--- src/common/sbm_pkg.sv ---
`default_nettype none
package sbm_pkg;
	// Bus sequencing states, one per system bus clock
	typedef enum logic [3:0] {
		ST_IDLE = 4'h0,
		ST_REQ  = 4'h1,
		ST_RQ1  = 4'h2,
		ST_RQ2  = 4'h3,
		ST_ARB  = 4'h4,
		ST_OWN  = 4'h5,
		ST_TX   = 4'h6,
		ST_T1   = 4'h7,
		ST_T2   = 4'h8,
		ST_T3   = 4'h9,
		ST_T4   = 4'ha,
		ST_HALT = 4'hb,
		ST_I1   = 4'hc,
		ST_I2   = 4'hd
	} bus_state_t;

	// Cycle termination kinds
	typedef enum logic [1:0] {
		TERM_NORMAL = 2'h0,
		TERM_ERROR  = 2'h1,
		TERM_RERUN  = 2'h2
	} term_t;

	localparam int ADDR_W  = 32;
	localparam int DATA_W  = 16;
	localparam int RETRY_W = 8;

	// Synchronised input vector layout
	localparam int SYNC_W      = 7;
	localparam int SY_HOLD_ACK = 0;
	localparam int SY_BUSY     = 1;
	localparam int SY_GRANT_N  = 2;
	localparam int SY_ERR_N    = 3;
	localparam int SY_ACK_N    = 4;
	localparam int SY_HALT_N   = 5;
	localparam int SY_WAIT     = 6;
	localparam logic [SYNC_W-1:0] SYNC_RST = 7'h3e;

	localparam logic [DATA_W-1:0] AD_RST = 16'h0000;
endpackage : sbm_pkg
`default_nettype wire

--- src/common/sync_if.sv ---
`default_nettype none
interface sync_if;
	logic [sbm_pkg::SYNC_W-1:0] raw;
	logic [sbm_pkg::SYNC_W-1:0] synced;
	modport syncer (input raw, output synced);
	modport user (output raw, input synced);
endinterface : sync_if
`default_nettype wire

--- src/arb_sync.sv ---
`default_nettype none
module arb_sync
	import sbm_pkg::*;
(
	input  wire logic i_sys_clk,
	input  wire logic i_arst_n,
	sync_if.syncer    s
);
	logic [SYNC_W-1:0] meta_reg;
	logic [SYNC_W-1:0] stable_reg;

	always_ff @(negedge i_sys_clk or negedge i_arst_n) begin
		if (!i_arst_n) begin
			meta_reg   <= SYNC_RST;
			stable_reg <= SYNC_RST;
		end else begin
			meta_reg   <= s.raw;
			stable_reg <= meta_reg;
		end
	end

	assign s.synced = stable_reg;
endmodule : arb_sync
`default_nettype wire

--- src/sys_bus_master.sv ---
// Summary of operation
// - Hold mode: raise hold request on a rising clock edge.
// - Request, acknowledge and busy all high at falling edge: assert ownership next rise.
// - Data direction set for the transfer together with ownership.
// - Extended phase puts address bits 31..16 on the bus halves.
// - Read and write strobes driven inactive high mid extended phase.
// - End of extended phase: address 15..0 out, upper byte enable set.
// - Falling edge ending T1 drops write or read strobe.
// - At least two idle clocks in every bus handoff.
// - Final T4: float strobes and bus, drive byte enable high then float.
// - Release: hold request low at I1, ownership and direction high at I2.
// - Grant mode read: data strobes follow address strobe, read line high.
// - Grant mode read: direction low, transceiver enabled mid cycle.
// - Grant mode write: read line low, data strobes one clock late.
// - Grant mode single byte: unused bus half floats.
// - Grant high at falling edge: bus request low on second rising edge.
// - Take bus when request, grant low and busy, error, acknowledge, address and data strobes idle high.
// - After ownership, glue holds acknowledge; bus request may drop.
// - Grant and busy pass two synchroniser stages.
// - Arbitration inputs sampled on falling edges, outputs change on rising.
// - Grant mode recognises bus error, rerun and halt each cycle.
// - Bus error retries while count nonzero, else aborts.
// - Rerun repeats without count change; halt idles after the cycle.
`default_nettype none
module sys_bus_master
	import sbm_pkg::*;
(
	input  wire logic                i_sys_clk,
	input  wire logic                i_arst_n,
	input  wire logic                i_req_grant_mode,
	input  wire logic                i_dma_req,
	input  wire logic                i_dma_write,
	input  wire logic                i_dma_last,
	input  wire logic                i_dma_byte,
	input  wire logic [ADDR_W-1:0]   i_dma_addr,
	input  wire logic [DATA_W-1:0]   i_dma_wdata,
	input  wire logic [RETRY_W-1:0]  i_error_retry_count,
	output logic                     o_dma_ack,
	output logic                     o_dma_abort,
	output logic [DATA_W-1:0]        o_dma_rdata,
	input  wire logic                i_hold_ack_in,
	input  wire logic                i_bus_busy_in,
	input  wire logic                i_bus_grant_in_n,
	input  wire logic                i_bus_error_in_n,
	input  wire logic                i_transfer_ack_in_n,
	input  wire logic                i_halt_in_n,
	input  wire logic                i_slave_wait_request,
	output logic                     o_hold_request_out,
	output logic                     o_bus_request_out_n,
	output logic                     o_bus_owned_out_n,
	output logic                     o_data_direction_out,
	output logic                     o_read_strobe_n,
	output logic                     o_write_strobe_n,
	output logic                     o_strobe_oe,
	input  wire logic [DATA_W-1:0]   i_muxed_addr_data_bus,
	output logic [DATA_W-1:0]        o_muxed_addr_data_bus,
	output logic                     o_addr_data_high_half_oe,
	output logic                     o_addr_data_low_half_oe,
	output logic                     o_upper_byte_or_read_not_write,
	output logic                     o_upper_byte_or_read_not_write_oe,
	output logic                     o_address_latch_strobe,
	output logic                     o_address_strobe_out_n,
	output logic                     o_upper_data_strobe_n,
	output logic                     o_lower_data_strobe_n,
	output logic                     o_transceiver_enable_n
);

	function automatic logic [1:0] half_sel(input logic byte_x, input logic a0);
		half_sel = byte_x ? {a0, !a0} : 2'h3;
	endfunction : half_sel

	sync_if sy ();
	arb_sync u_sync (
		.i_sys_clk (i_sys_clk),
		.i_arst_n  (i_arst_n),
		.s         (sy.syncer)
	);
	assign sy.raw = {i_slave_wait_request, i_halt_in_n, i_transfer_ack_in_n,
		i_bus_error_in_n, i_bus_grant_in_n, i_bus_busy_in, i_hold_ack_in};

	logic hold_ack_s, busy_s, grant_n_s, err_n_s, ack_n_s, halt_n_s, wait_s;
	assign hold_ack_s = sy.synced[SY_HOLD_ACK];
	assign busy_s     = sy.synced[SY_BUSY];
	assign grant_n_s  = sy.synced[SY_GRANT_N];
	assign err_n_s    = sy.synced[SY_ERR_N];
	assign ack_n_s    = sy.synced[SY_ACK_N];
	assign halt_n_s   = sy.synced[SY_HALT_N];
	assign wait_s     = sy.synced[SY_WAIT];

	bus_state_t          state_reg, state_next;
	term_t               term_reg;
	logic                take, cont, halt_ok, t3_done, mode_reg;
	logic                halt_pend_reg, again_reg, t3_dwell_reg;
	logic                write_reg, byte_reg, last_reg;
	logic [ADDR_W-1:0]   addr_reg;
	logic [DATA_W-1:0]   wdata_reg, ad_reg, rdata_reg;
	logic [RETRY_W-1:0]  retry_reg;
	logic [1:0]          halves, ad_oe_reg;
	logic                hold_req_reg, bus_req_n_reg, owned_n_reg, dir_reg, rw_oe_reg;
	logic                rd_n_reg, wr_n_reg, as_n_reg, uds_n_reg, lds_n_reg;
	logic                bhe_reg, bhe_oe_reg, ale_reg, xcvr_n_reg, ack_reg, abort_reg;

	assign halves  = half_sel(byte_reg, addr_reg[0]);
	assign cont    = !last_reg && i_dma_req;
	assign halt_ok = !mode_reg || halt_n_s;
	assign t3_done = mode_reg ? (!ack_n_s || !err_n_s) : (!wait_s && t3_dwell_reg);

	always_comb begin
		state_next = state_reg;
		take       = 1'b0;
		case (state_reg)
			ST_IDLE: if (i_dma_req) begin
				state_next = ST_REQ;
				take       = 1'b1;
			end
			ST_REQ: if (mode_reg) begin
				if (grant_n_s) state_next = ST_RQ1;
			end else if (!hold_ack_s) begin
				state_next = ST_ARB;
			end
			ST_RQ1: state_next = ST_RQ2;
			ST_RQ2: state_next = ST_ARB;
			ST_ARB: if (mode_reg) begin
				if (!bus_req_n_reg && !grant_n_s && busy_s && err_n_s && ack_n_s &&
					as_n_reg && uds_n_reg && lds_n_reg) state_next = ST_OWN;
			end else if (hold_req_reg && hold_ack_s && busy_s) begin
				state_next = ST_OWN;
			end
			ST_OWN: state_next = halt_ok ? ST_TX : ST_HALT;
			ST_TX:  state_next = ST_T1;
			ST_T1:  state_next = ST_T2;
			ST_T2:  state_next = ST_T3;
			ST_T3:  if (t3_done) state_next = ST_T4;
			ST_T4: begin
				if (term_reg == TERM_ERROR && retry_reg != '0) begin
					state_next = halt_ok ? ST_TX : ST_HALT;
				end else if (term_reg == TERM_ERROR) begin
					state_next = ST_I1;
				end else if (term_reg == TERM_RERUN || halt_pend_reg) begin
					state_next = ST_HALT;
				end else if (cont) begin
					state_next = ST_TX;
					take       = 1'b1;
				end else begin
					state_next = ST_I1;
				end
			end
			ST_HALT: if (halt_ok) begin
				if (again_reg) begin
					state_next = ST_TX;
				end else if (cont) begin
					state_next = ST_TX;
					take       = 1'b1;
				end else begin
					state_next = ST_I1;
				end
			end
			ST_I1: state_next = ST_I2;
			ST_I2: state_next = ST_IDLE;
			default: state_next = ST_IDLE;
		endcase
	end

	always_ff @(negedge i_sys_clk or negedge i_arst_n) begin
		if (!i_arst_n) state_reg <= ST_IDLE;
		else state_reg <= state_next;
	end

	// wait sampled at T2 end reaches logic
	always_ff @(negedge i_sys_clk or negedge i_arst_n) begin
		if (!i_arst_n) t3_dwell_reg <= 1'b0;
		else t3_dwell_reg <= state_reg == ST_T3;
	end

	// Transfer parameters
	always_ff @(negedge i_sys_clk or negedge i_arst_n) begin
		if (!i_arst_n) begin
			addr_reg  <= '0;
			wdata_reg <= AD_RST;
			write_reg <= 1'b0;
			byte_reg  <= 1'b0;
			last_reg  <= 1'b1;
		end else if (take) begin
			addr_reg  <= i_dma_addr;
			wdata_reg <= i_dma_wdata;
			write_reg <= i_dma_write;
			byte_reg  <= i_dma_byte;
			last_reg  <= i_dma_last;
		end
	end

	always_ff @(negedge i_sys_clk or negedge i_arst_n) begin
		if (!i_arst_n) mode_reg <= 1'b0;
		else if (take && state_reg == ST_IDLE) mode_reg <= i_req_grant_mode;
	end

	always_ff @(negedge i_sys_clk or negedge i_arst_n) begin
		if (!i_arst_n) begin
			retry_reg <= '0;
		end else if (take && state_reg == ST_IDLE) begin
			retry_reg <= i_error_retry_count;
		end else if (state_reg == ST_T4 && term_reg == TERM_ERROR && retry_reg != '0) begin
			retry_reg <= retry_reg - 1'b1;
		end
	end

	always_ff @(negedge i_sys_clk or negedge i_arst_n) begin
		if (!i_arst_n) begin
			term_reg      <= TERM_NORMAL;
			halt_pend_reg <= 1'b0;
		end else if (state_reg == ST_T3 && t3_done) begin
			if (mode_reg && !err_n_s && !halt_n_s) term_reg <= TERM_RERUN;
			else if (mode_reg && !err_n_s) term_reg <= TERM_ERROR;
			else term_reg <= TERM_NORMAL;
			halt_pend_reg <= mode_reg && !halt_n_s;
		end
	end

	always_ff @(negedge i_sys_clk or negedge i_arst_n) begin
		if (!i_arst_n) again_reg <= 1'b0;
		else if (state_reg == ST_TX) again_reg <= 1'b0;
		else if (state_reg == ST_OWN && !halt_ok) again_reg <= 1'b1;
		else if (state_reg == ST_T4 && (term_reg == TERM_RERUN ||
			(term_reg == TERM_ERROR && retry_reg != '0))) again_reg <= 1'b1;
	end

	// User completion pulses and read data
	always_ff @(negedge i_sys_clk or negedge i_arst_n) begin
		if (!i_arst_n) begin
			ack_reg   <= 1'b0;
			abort_reg <= 1'b0;
			rdata_reg <= AD_RST;
		end else begin
			ack_reg   <= state_reg == ST_T4 && term_reg == TERM_NORMAL;
			abort_reg <= state_reg == ST_T4 && term_reg == TERM_ERROR && retry_reg == '0;
			if (state_reg == ST_T3 && t3_done && !write_reg) rdata_reg <= i_muxed_addr_data_bus;
		end
	end

	// Address and data path
	always_ff @(negedge i_sys_clk or negedge i_arst_n) begin
		if (!i_arst_n) begin
			ad_reg    <= AD_RST;
			ad_oe_reg <= 2'h0;
		end else if (state_next == ST_TX) begin
			ad_reg    <= addr_reg[31:16];
			ad_oe_reg <= 2'h3;
		end else if (state_reg == ST_TX) begin
			ad_reg    <= addr_reg[15:0];
			ad_oe_reg <= 2'h3;
		end else if (state_reg == ST_T1) begin
			ad_reg    <= wdata_reg;
			ad_oe_reg <= write_reg ? halves : 2'h0;
		end else if (state_next == ST_T4) begin
			ad_oe_reg <= 2'h0;
		end
	end

	// Byte enable or read line
	always_ff @(negedge i_sys_clk or negedge i_arst_n) begin
		if (!i_arst_n) begin
			bhe_reg    <= 1'b1;
			bhe_oe_reg <= 1'b0;
		end else if (state_next == ST_TX) begin
			bhe_oe_reg <= 1'b1;
		end else if (state_reg == ST_TX) begin
			bhe_reg <= mode_reg ? !write_reg : !halves[1];
		end else if (state_next == ST_T4) begin
			bhe_reg <= 1'b1;
		end else if (state_reg == ST_T4) begin
			bhe_oe_reg <= 1'b0;
		end
	end

	always_ff @(negedge i_sys_clk or negedge i_arst_n) begin
		if (!i_arst_n) begin
			rd_n_reg <= 1'b1;
			wr_n_reg <= 1'b1;
		end else if (state_reg == ST_T1 && !mode_reg) begin
			rd_n_reg <= write_reg;
			wr_n_reg <= !write_reg;
		end else if (state_reg == ST_T3 && t3_done) begin
			rd_n_reg <= 1'b1;
			wr_n_reg <= 1'b1;
		end
	end

	always_ff @(negedge i_sys_clk or negedge i_arst_n) begin
		if (!i_arst_n) begin
			as_n_reg  <= 1'b1;
			uds_n_reg <= 1'b1;
			lds_n_reg <= 1'b1;
		end else if (state_reg == ST_T1 && mode_reg) begin
			as_n_reg  <= 1'b0;
			uds_n_reg <= write_reg | !halves[1];
			lds_n_reg <= write_reg | !halves[0];
		end else if (state_reg == ST_T2 && mode_reg && write_reg) begin
			uds_n_reg <= !halves[1];
			lds_n_reg <= !halves[0];
		end else if (state_reg == ST_T3 && t3_done) begin
			as_n_reg  <= 1'b1;
			uds_n_reg <= 1'b1;
			lds_n_reg <= 1'b1;
		end
	end

	always_ff @(negedge i_sys_clk or negedge i_arst_n) begin
		if (!i_arst_n) xcvr_n_reg <= 1'b1;
		else if (state_reg == ST_T1) xcvr_n_reg <= 1'b0;
		else if (state_reg == ST_T3 && t3_done) xcvr_n_reg <= 1'b1;
	end

	always_ff @(negedge i_sys_clk or negedge i_arst_n) begin
		if (!i_arst_n) ale_reg <= 1'b0;
		else ale_reg <= state_next == ST_TX || (state_reg == ST_TX);
	end

	always_ff @(posedge i_sys_clk or negedge i_arst_n) begin
		if (!i_arst_n) begin
			hold_req_reg <= 1'b0;
		end else if (state_reg == ST_REQ && !mode_reg) begin
			hold_req_reg <= 1'b1;
		end else if (state_reg == ST_I1) begin
			hold_req_reg <= 1'b0;
		end
	end

	always_ff @(posedge i_sys_clk or negedge i_arst_n) begin
		if (!i_arst_n) begin
			bus_req_n_reg <= 1'b1;
		end else if (state_reg == ST_RQ2) begin
			bus_req_n_reg <= 1'b0;
		end else if (state_reg == ST_TX) begin
			bus_req_n_reg <= 1'b1;
		end
	end

	always_ff @(posedge i_sys_clk or negedge i_arst_n) begin
		if (!i_arst_n) begin
			owned_n_reg <= 1'b1;
			dir_reg     <= 1'b1;
		end else if (state_reg == ST_OWN) begin
			owned_n_reg <= 1'b0;
			dir_reg     <= write_reg;
		end else if (state_reg == ST_I2) begin
			owned_n_reg <= 1'b1;
			dir_reg     <= 1'b1;
		end
	end

	always_ff @(posedge i_sys_clk or negedge i_arst_n) begin
		if (!i_arst_n) rw_oe_reg <= 1'b0;
		else if (state_reg == ST_TX && !mode_reg) rw_oe_reg <= 1'b1;
		else if (state_reg == ST_T4 || state_reg == ST_HALT) rw_oe_reg <= 1'b0;
	end

	assign o_dma_ack                         = ack_reg;
	assign o_dma_abort                       = abort_reg;
	assign o_dma_rdata                       = rdata_reg;
	assign o_hold_request_out                = hold_req_reg;
	assign o_bus_request_out_n               = bus_req_n_reg;
	assign o_bus_owned_out_n                 = owned_n_reg;
	assign o_data_direction_out              = dir_reg;
	assign o_read_strobe_n                   = rd_n_reg;
	assign o_write_strobe_n                  = wr_n_reg;
	assign o_strobe_oe                       = rw_oe_reg;
	assign o_muxed_addr_data_bus             = ad_reg;
	assign o_addr_data_high_half_oe          = ad_oe_reg[1];
	assign o_addr_data_low_half_oe           = ad_oe_reg[0];
	assign o_upper_byte_or_read_not_write    = bhe_reg;
	assign o_upper_byte_or_read_not_write_oe = bhe_oe_reg;
	assign o_address_latch_strobe            = ale_reg;
	assign o_address_strobe_out_n            = as_n_reg;
	assign o_upper_data_strobe_n             = uds_n_reg;
	assign o_lower_data_strobe_n             = lds_n_reg;
	assign o_transceiver_enable_n            = xcvr_n_reg;
endmodule : sys_bus_master
`default_nettype wire

--- config.mk ---
export PLATFORM = sky130hd
export DESIGN_NAME = sys_bus_master
export DESIGN_NICKNAME = d
export VERILOG_FILES = /design/src/common/sbm_pkg.sv /design/src/common/sync_if.sv /design/src/arb_sync.sv /design/src/sys_bus_master.sv
export SDC_FILE = /design/constraint.sdc
export NUM_CORES = 1
export LEC_CHECK = 0
export BUFFER_PORTS_ARGS = -buffer_cell sky130_fd_sc_hd__clkbuf_2
export CAP_MARGIN = 25
export CORE_MARGIN = 2
export CORE_UTILIZATION = 40
export DETAILED_ROUTE_END_ITERATION = 8
export SETUP_SLACK_MARGIN = 0.3
export SYNTH_ARGS = -nofsm -noshare
export SYNTH_HDL_FRONTEND = slang
export SYNTH_SLANG_ARGS = --single-unit
export TNS_END_PERCENT = 20
--- constraint.sdc ---
create_clock -name i_sys_clk -period 5.5 [get_ports i_sys_clk]
set_input_delay 0.825 -clock i_sys_clk [delete_from_list [all_inputs] [get_ports i_sys_clk]]
set_output_delay 0.825 -clock i_sys_clk [all_outputs]
set_load 0.03 [all_outputs]
==> impl_metrics.py, run 1 <==
metrics = {
    "drt": {
        "firstDrtPassIters": 5,
        "wl_um": 14700,
        "viasPerCell": 5.28,
        "drtIter0Drc": 326,
        "vias": 4653,
        "drcViolationCount": 0,
        "routedWlPerCell_um": 16.6,
        "antenna_left": 0,
    },
    "status": {
        "status": "finished, final reports clean",
    },
    "worst_setup_path": {
        "r2r_end": "o_muxed_addr_data_bus[9]",
        "regToRegStartpoint": "o_bus_request_out_n",
        "end_kind": "flip-flop",
        "r2r_slack_ps": 480,
        "crit_type": "in2reg",
        "crit_chain": "clkbuf_2 > nand2b_1 > o41ai_2 > o221ai_2 > a2111o_2 > o21ai_0 > a32oi_1",
        "required_ps": 2980,
        "critPathBufInv": 1,
        "slowest_delay_ps": 550,
        "crit_arrival_ps": 2590,
        "critical_path.max_fanout": 8,
        "critPathLaunchType": "input pin",
        "rr_worst_depth": 7,
        "cpLargestDelayFamily": "compound AO/OA/AOI/OAI gates",
        "crit_slowest_cell": "a2111o_2",
    },
    "pwr": {
        "ir_worst_vdd_mv": 0.350,
        "p_leak_nw": 3.44,
        "p_per_area_nw_per_um2": 659,
    },
    "sta": {
        "drv_slew": 0,
        "final.setup.tns_ps": 0,
        "worstMarginPinSlew_ps": 1040,
        "slew_headroom": 0.302,
        "rsz0062_at_grt": "no",
        "finClkSkew_ps": 62.9,
        "hold_viol_final": 0,
        "fin_ws_ps": 387,
        "setup_viol": 0,
    },
    "floorplanning": {
        "die_area_um2": 15700,
        "die_x_um": 125,
        "ioPinCount": 136,
        "core_um2": 14500,
        "die_height_um": 125,
        "rows": 44,
        "start_util": 0.407,
    },
    "clock_network": {
        "cts.sinks": 133,
        "clk_path_buf_depth": 2,
        "cts_setup_buffers": 0,
        "root_buffer": "clkbuf_16",
        "ctsHoldBuffers": 0,
        "clkTransAtPathRegs_ps": 40,
        "cts_buffers": 17,
        "cts_tree": "yes",
        "cts_max_level": 4,
        "clk_latency_ps": 460,
    },
    "grt": {
        "grt_util_all_layers": 0.192,
        "met3_usage": 0.0608,
        "met2_usage": 0.283,
        "grt.overflow.total": 0,
        "grt_max_degree": 75,
        "grt_pass1_vias": 4707,
        "met1_usage": 0.266,
        "busiest_layer": "met2",
        "grt_pass1_wl_um": 24000,
        "grt_antenna_before_repair": 0,
    },
    "logic_synthesis": {
        "synth_area_um2": 5900,
        "syn_area_per_cell_um2": 11.2,
        "synth_cell_types": 59,
        "yosys_warnings": 0,
        "syn_inst": 528,
        "async_flop_share": 1.00,
        "ys_seq_area_frac": 0.569,
        "synthFlopType": "dfrtn_1",
        "synthesis.nets": 615,
        "synth_edf_count": 0,
        "ys_ff_latch": 133,
    },
    "placement": {
        "port_buffers": 135,
        "pre_cts_slack_ps": -72.8,
        "post-dp-hpwl_um": 10300,
        "gp_congestion": 0.854,
    },
    "worst_hold_path": {
        "hold_path_end": "u_sync.s.synced[0]",
        "hp-start": "u_sync.meta_reg[0]",
        "hold_depth": 0,
        "hp-class": "reg2reg",
    },
    "layout": {
        "fin_nets": 772,
        "layout-drive-gt1-share": 0.404,
        "diodes": 0,
        "largest_reg_flops": 32,
        "fillers": 1292,
        "synthToLayoutAreaGrowth_pct": 28.1,
    },
    "job": {
        "max_cap_viol_count": 0,
    },
}
[synthesized netlist by cell type (all sizes together), types with 2 or more instances]
master / instances / area, um^2
and3: 3 / 18.8
nand2b: 5 / 31.3
dfrtp: 2 / 50.1
nor3b: 2 / 20.0
a32oi: 16 / 140
and2: 2 / 12.5
mux2: 67 / 754
nand2: 51 / 191
a21o: 2 / 15.0
o31ai: 2 / 15.0
o21ai: 38 / 190
o211ai: 4 / 30.0
a31oi: 4 / 25.0
or2: 2 / 12.5
inv: 13 / 48.8
or4: 2 / 16.3
clkbuf: 17 / 63.8
xnor2: 4 / 35.0
nor2: 61 / 229
nor3: 6 / 30.0
dfstp: 21 / 552
a2111oi: 2 / 36.3
a21oi: 11 / 70.1
o311ai: 3 / 26.3
nand3: 27 / 135
a211oi: 2 / 15.0
o221ai: 3 / 26.3
nor4: 5 / 46.3
buf: 12 / 71.3
dfrtn: 110 / 2750
a22oi: 3 / 22.5
nor2b: 10 / 62.6
[how the worst max path moves through the flow]
stage                   start                   endpoint  slack [ps]  cells past startpoint
floorplan           i_dma_req   o_muxed_addr_data_bus[6]         340                      7
global placement    i_dma_req   o_muxed_addr_data_bus[3]          60                      7
detailed placement  i_dma_req  o_muxed_addr_data_bus[10]         -70                      7
CTS                 i_dma_req  o_muxed_addr_data_bus[10]         340                      7
global route        i_dma_req  o_muxed_addr_data_bus[10]         270                      7
finish              i_dma_req  o_muxed_addr_data_bus[10]         390                      7
[worst register-to-register path, stage by stage (launching register included)]
cell,delay [ps]
dfstp_2,380
nor4bb_1,270
nand3_1,120
a21oi_1,590
a2111oi_4,130
a21oi_4,240
buf_4,260
a32oi_1,100
[where the power goes]
| part | switching (mW) | leakage, nW | internal, mW |
|---|---|---|---|
| Combinational | 1.12 | 1.49 | 0.740 |
| Clock | 0.471 | 0.409 | 0.821 |
| Sequential | 0.346 | 1.55 | 1.47 |
| Total | 1.94 | 3.44 | 3.04 |
[per-stage QoR]
stage	util	cell area, um^2	hold WS, ps	power, mW	cells
finish	0.521	7550	300	4.97	882
global route	0.521	7550	308	5.29	882
CTS	0.520	7520	305	4.98	881
detailed placement	0.470	6810	305	3.69	832
global placement	0.470	6810	306	3.63	832
floorplan	-	5900	292	3.11	528
[logic make-up after synthesis]
family	after synthesis	share of synthesized area
AND/OR/NAND/NOR	179	0.142
XOR/XNOR	5	0.00743
adder cells (fa/ha/maj)	2	0.00382
buffers and inverters	42	0.0312
flip-flops	133	0.569
AO/OA/AOI/OAI	100	0.119
multiplexers	67	0.128
[cells in the final DEF (no fill, tap or decap), types with 2 or more instances in the layout]
master / count
dfstp_2: 21
o31ai_1: 2
buf_4: 13
inv_1: 29
a21o_1: 2
o211ai_1: 4
o221ai_1: 2
a32oi_1: 16
clkbuf_16: 18
xnor2_1: 4
a21oi_1: 9
mux2_2: 67
nor4_1: 4
nand2_1: 51
bufinv_16: 4
clkbuf_2: 134
nor2b_1: 10
nand3_1: 27
o21ai_0: 38
nand2b_1: 5
a31oi_1: 4
a22oi_1: 3
clkinvlp_4: 2
nor3_1: 5
and3_1: 3
o311ai_0: 2
dfrtp_1: 2
and2_1: 2
inv_6: 4
nor2_1: 61
dfrtn_1: 110
[layer usage]
layer / routed length, um / up-vias
met2: 6740 / 152
li1: - / 2192
met1: 6640 / 2285
met4: 307 / 0
met5: 0 / -
met3: 970 / 24
[timing repair]
item / in CTS / in global routing
gates resized for setup: 0 / 3
setup endpoints to repair: 0 / 16
hold endpoints to repair: 0 / 0
[final cells by class]
cell class | instances | area, um^2 | area share
Multi-Input combinational cell | 354 | 2400 | 0.318
Timing Repair Buffer | 149 | 800 | 0.106
Inverter | 12 | 45.0 | 0.00597
Tap cell | 184 | 230 | 0.0305
Clock inverter | 30 | 251 | 0.0333
Sequential cell | 133 | 3350 | 0.444
Clock buffer | 20 | 468 | 0.0620
Power figures use the tool's default switching activity.
==> inputs of run 2 (changes only) <==
--- a/config.mk
+++ b/config.mk
@@ -5,11 +5,11 @@
 export SDC_FILE = /design/constraint.sdc
 export NUM_CORES = 1
 export LEC_CHECK = 0
-export BUFFER_PORTS_ARGS = -buffer_cell sky130_fd_sc_hd__clkbuf_2
-export CAP_MARGIN = 25
+export CAP_MARGIN = 40
 export CORE_MARGIN = 2
 export CORE_UTILIZATION = 40
 export DETAILED_ROUTE_END_ITERATION = 8
+export DONT_BUFFER_PORTS = 1
 export SETUP_SLACK_MARGIN = 0.3
 export SYNTH_ARGS = -nofsm -noshare
 export SYNTH_HDL_FRONTEND = slang
==> impl_metrics.py, run 2 (synthesis gave the netlist of run 1 again) <==
metrics = {
    "status": {
        "status": "finished, final reports clean",
    },
    "worst_setup_path": {
        "r2r_end": "o_muxed_addr_data_bus[11]",
        "crit_type": "in2reg",
        "regToRegStartpoint": "o_bus_request_out_n",
        "crit_start": "i_dma_req",
        "required_ps": 2980,
        "end_kind": "flip-flop",
        "crit_chain": "nand2b_1 > o41ai_1 > o221ai_1 > a2111o_1 > o21ai_0 > a32oi_1",
        "cp-endpoint": "o_muxed_addr_data_bus[11]",
        "slowest_delay_ps": 560,
        "r2r_slack_ps": 560,
        "crit_arrival_ps": 2500,
        "crit_slowest_cell": "a2111o_1",
        "critical_path.max_fanout": 16,
        "rr_worst_depth": 6,
        "critPathLaunchType": "input pin",
    },
    "floorplanning": {
        "die_x_um": 125,
        "ioPinCount": 136,
        "die_height_um": 125,
        "die_area_um2": 15700,
        "rows": 44,
        "start_util": 0.407,
        "core_um2": 14500,
    },
    "drt": {
        "firstDrtPassIters": 5,
        "viasPerCell": 5.60,
        "drcViolationCount": 0,
        "wl_um": 13900,
        "drtIter0Drc": 288,
        "vias": 4163,
        "antenna_left": 0,
        "routedWlPerCell_um": 18.7,
    },
    "sta": {
        "final.setup.tns_ps": 0,
        "worstMarginPinSlew_ps": 877,
        "hold_ws_ps": 113,
        "drv_slew": 0,
        "finClkSkew_ps": 55.4,
        "setup_viol": 0,
        "fin_ws_ps": 475,
        "rsz0062_at_grt": "no",
        "slew_headroom": 0.406,
        "hold_viol_final": 0,
    },
    "grt": {
        "grt_util_all_layers": 0.185,
        "grt_max_degree": 134,
        "grt.overflow.total": 0,
        "grt_antenna_before_repair": 1,
        "grt_pass1_vias": 4313,
        "grt_pass1_wl_um": 23100,
    },
    "job": {
        "max_cap_viol_count": 0,
    },
    "layout": {
        "fin_nets": 633,
        "post-route-util": 0.465,
        "layout-drive-gt1-share": 0.252,
        "largest_reg_flops": 32,
        "final_cell_mix": "dfrtn_1, mux2_2, nor2_1",
        "layout_commonest_cell": "dfrtn_1",
        "synthToLayoutAreaGrowth_pct": 14.2,
        "fillers": 1335,
    },
    "pwr": {
        "p_per_area_nw_per_um2": 679,
        "total_power_mw": 4.57,
        "ir_worst_vdd_mv": 0.313,
        "p_leak_nw": 2.82,
    },
    "clock_network": {
        "cts_setup_buffers": 0,
        "clk_path_buf_depth": 2,
        "clkTransAtPathRegs_ps": 50,
        "root_buffer": "clkbuf_16",
        "cts_max_level": 4,
        "cts.sinks": 133,
        "cts_resized": 0,
        "clk_latency_ps": 440,
        "cts_tree": "yes",
        "cts_buffers": 17,
        "ctsHoldBuffers": 0,
    },
    "placement": {
        "post-dp-hpwl_um": 9810,
        "pre_cts_slack_ps": 75.5,
        "gp_congestion": 0.849,
        "port_buffers": 0,
    },
    "worst_hold_path": {
        "hp-class": "in2async",
    },
}
[run 2: changes by cell type in the layout (fill, tap and decap cells not counted), moves of 2 or more]
| cell | change |
|---|---|
| clkbuf_2 | -134 |
| buf_4 | -4 |
| bufinv_16 | -4 |
| clkinv_2 | +2 |
| inv_4 | +2 |
[run 2: per-layer routing]
metal	routed length, um	global-route usage	vias to the layer above
li1	-	-	1918
met1	5730	0.237	2053
met2	6650	0.290	173
met3	1370	0.0732	17
met4	167	0.0588	2
met5	13	0	-
[run 2: worst min path at each step]
stage | cells after the start | slack [ps] | to
finish | 0 | 110 | o_strobe_oe
floorplan | 0 | 290 | u_sync.s.synced[0]
global placement | 0 | 300 | u_sync.s.synced[0]
detailed placement | 0 | 300 | u_sync.s.synced[6]
global route | 0 | 90 | o_strobe_oe
CTS | 0 | 90 | o_strobe_oe
[run 2: cell type report]
cell class / instances / area [um^2] / area share
well taps: 184 / 230 / 0.0342
flip-flops and latches: 133 / 3350 / 0.498
clock buffers: 20 / 468 / 0.0695
repair buffers: 11 / 103 / 0.0152
inverters: 12 / 45.0 / 0.00669
clock inverters: 30 / 154 / 0.0229
multi-input cells: 353 / 2370 / 0.353
diodes: 1 / 2.50 / 0.000372
[run 2: power breakdown]
part	switching, mW	internal (mW)	total (mW)
clock	0.461	0.636	1.10
sequential	0.718	1.47	2.19
combinational	0.673	0.606	1.28
total	1.85	2.72	4.57
[run 2: stage by stage]
stage	area (um^2)	std cells
6_report	6730	744
3_3_place_gp	6100	693
5_1_grt	6730	743
4_1_cts	6730	743
2_1_floorplan	5900	528
3_5_place_dp	6110	694
[run 2: worst max-delay path, delay by kind of cell]
kind               cells  cell delay, ps
AOI/OAI and AO/OA      5            1600
and+or+nand+nor        1              70
==> inputs of run 3 (changes only) <==
--- a/config.mk
+++ b/config.mk
@@ -5,11 +5,13 @@
 export SDC_FILE = /design/constraint.sdc
 export NUM_CORES = 1
 export LEC_CHECK = 0
+export BUFFER_PORTS_ARGS = -buffer_cell sky130_fd_sc_hd__clkbuf_2
 export CAP_MARGIN = 40
 export CORE_MARGIN = 2
 export CORE_UTILIZATION = 40
+export CTS_CLUSTER_DIAMETER = 60
 export DETAILED_ROUTE_END_ITERATION = 8
-export DONT_BUFFER_PORTS = 1
+export RECOVER_POWER = 25
 export SETUP_SLACK_MARGIN = 0.3
 export SYNTH_ARGS = -nofsm -noshare
 export SYNTH_HDL_FRONTEND = slang
==> impl_metrics.py, run 3 (synthesis gave the netlist of run 1 again) <==
metrics = {
    "worst_setup_path": {
        "critPathLaunchType": "flip-flop",
        "crit_slowest_cell": "a21oi_1",
        "critical_path.max_fanout": 17,
        "crit_arrival_ps": 2520,
        "required_ps": 2970,
        "crit_type": "reg2reg",
        "critPathBufInv": 1,
        "slowest_delay_ps": 560,
        "cpLargestDelayFamily": "compound AO/OA/AOI/OAI gates",
        "end_kind": "flip-flop",
        "crit_chain": "nor4bb_1 > nand3_1 > a21oi_1 > a2111oi_4 > a21oi_4 > buf_4 > a32oi_1",
    },
    "layout": {
        "final_cell_mix": "clkbuf_2, dfrtn_1, mux2_2",
        "synthToLayoutAreaGrowth_pct": 27.7,
        "stdcell_area_um2": 7530,
        "layout-drive-gt1-share": 0.393,
        "diodes": 0,
        "fin_nets": 773,
        "layout_commonest_cell": "clkbuf_2",
        "largest_reg_flops": 32,
    },
    "worst_hold_path": {
        "hp-class": "reg2reg",
    },
    "clock_network": {
        "ctsHoldBuffers": 0,
        "clkTransAtPathRegs_ps": 60,
        "cts_resized": 0,
        "cts_tree": "yes",
        "root_buffer": "clkbuf_16",
        "cts_setup_buffers": 0,
        "cts_buffers": 17,
        "cts_max_level": 4,
        "clk_latency_ps": 450,
        "clk_path_buf_depth": 2,
        "cts.sinks": 133,
    },
    "status": {
        "status": "finished with violations",
        "failed_checks": "max-capacitance violations, max-slew violations",
    },
    "floorplanning": {
        "die_height_um": 125,
        "die_x_um": 125,
        "die_area_um2": 15700,
        "start_util": 0.407,
        "core_um2": 14500,
        "rows": 44,
        "ioPinCount": 136,
    },
    "placement": {
        "port_buffers": 135,
        "pre_cts_slack_ps": -70.4,
        "post-dp-hpwl_um": 10300,
        "gp_congestion": 0.854,
        "place_area_um2": 6820,
    },
    "drt": {
        "antenna_left": 0,
        "viasPerCell": 5.27,
        "routedWlPerCell_um": 16.7,
        "vias": 4649,
        "wl_um": 14700,
        "drcViolationCount": 0,
        "drtIter0Drc": 317,
        "firstDrtPassIters": 4,
    },
    "pwr": {
        "p_per_area_nw_per_um2": 656,
        "ir_worst_vdd_mv": 0.301,
        "p_leak_nw": 3.43,
    },
    "grt": {
        "grt.overflow.total": 0,
        "grt_pass1_wl_um": 24100,
        "grt_max_degree": 75,
        "grt_util_all_layers": 0.191,
        "grt_pass1_vias": 4738,
        "grt_antenna_before_repair": 0,
    },
    "sta": {
        "worstMarginPinSlew_ps": 1800,
        "slew_headroom": -0.198,
        "fin_ws_ps": 449,
        "rsz0062_at_grt": "no",
        "finClkSkew_ps": 61.3,
        "hold_ws_ps": 299,
        "final.setup.tns_ps": 0,
        "hold_viol_final": 0,
        "setup_viol": 0,
        "drv_slew": 37,
    },
    "job": {
        "max_cap_viol_count": 1,
    },
}
[run 3: power by group]
group / total, mW / internal [mW] / switching [mW]
clock: 1.25 / 0.771 / 0.476
sequential: 1.82 / 1.47 / 0.350
combinational: 1.86 / 0.741 / 1.12
total: 4.94 / 2.99 / 1.95
[run 3: worst paths after layout]
path,from,end,slack (ps),depth (start not counted)
worst max-delay path,o_bus_request_out_n,o_muxed_addr_data_bus[4],450,7
min in group asynchronous,i_arst_n,o_hold_request_out,430,1
worst max register to register,o_bus_request_out_n,o_muxed_addr_data_bus[4],450,7
worst min-delay path,u_sync.meta_reg[0],u_sync.s.synced[0],300,0
max in group asynchronous,i_arst_n,mode_reg,1350,2
worst min register to register,u_sync.meta_reg[0],u_sync.s.synced[0],300,0
[run 3: metal layers]
metal / wire (um) / up-vias / track usage
met4: 251 / 0 / 0.0647
met5: 0 / - / 0
met2: 6660 / 167 / 0.284
met3: 983 / 22 / 0.0548
met1: 6860 / 2257 / 0.270
li1: - / 2203 / -
[run 3: final cells by class]
class,instances,area [um^2]
multi-input combinational,354,2400
sequential,133,3350
clock buffer,20,500
fill,1337,6950
tap,184,230
timing repair buffer,150,796
clock inverter,30,201
inverter,12,45.0
[run 3: metrics by stage]
step	cells	total power [mW]	utilization
CTS	882	4.94	0.519
detailed placement	833	3.69	0.471
global placement	832	3.63	0.470
global route	883	5.24	0.520
finish	883	4.94	0.520
floorplan	528	3.11	-
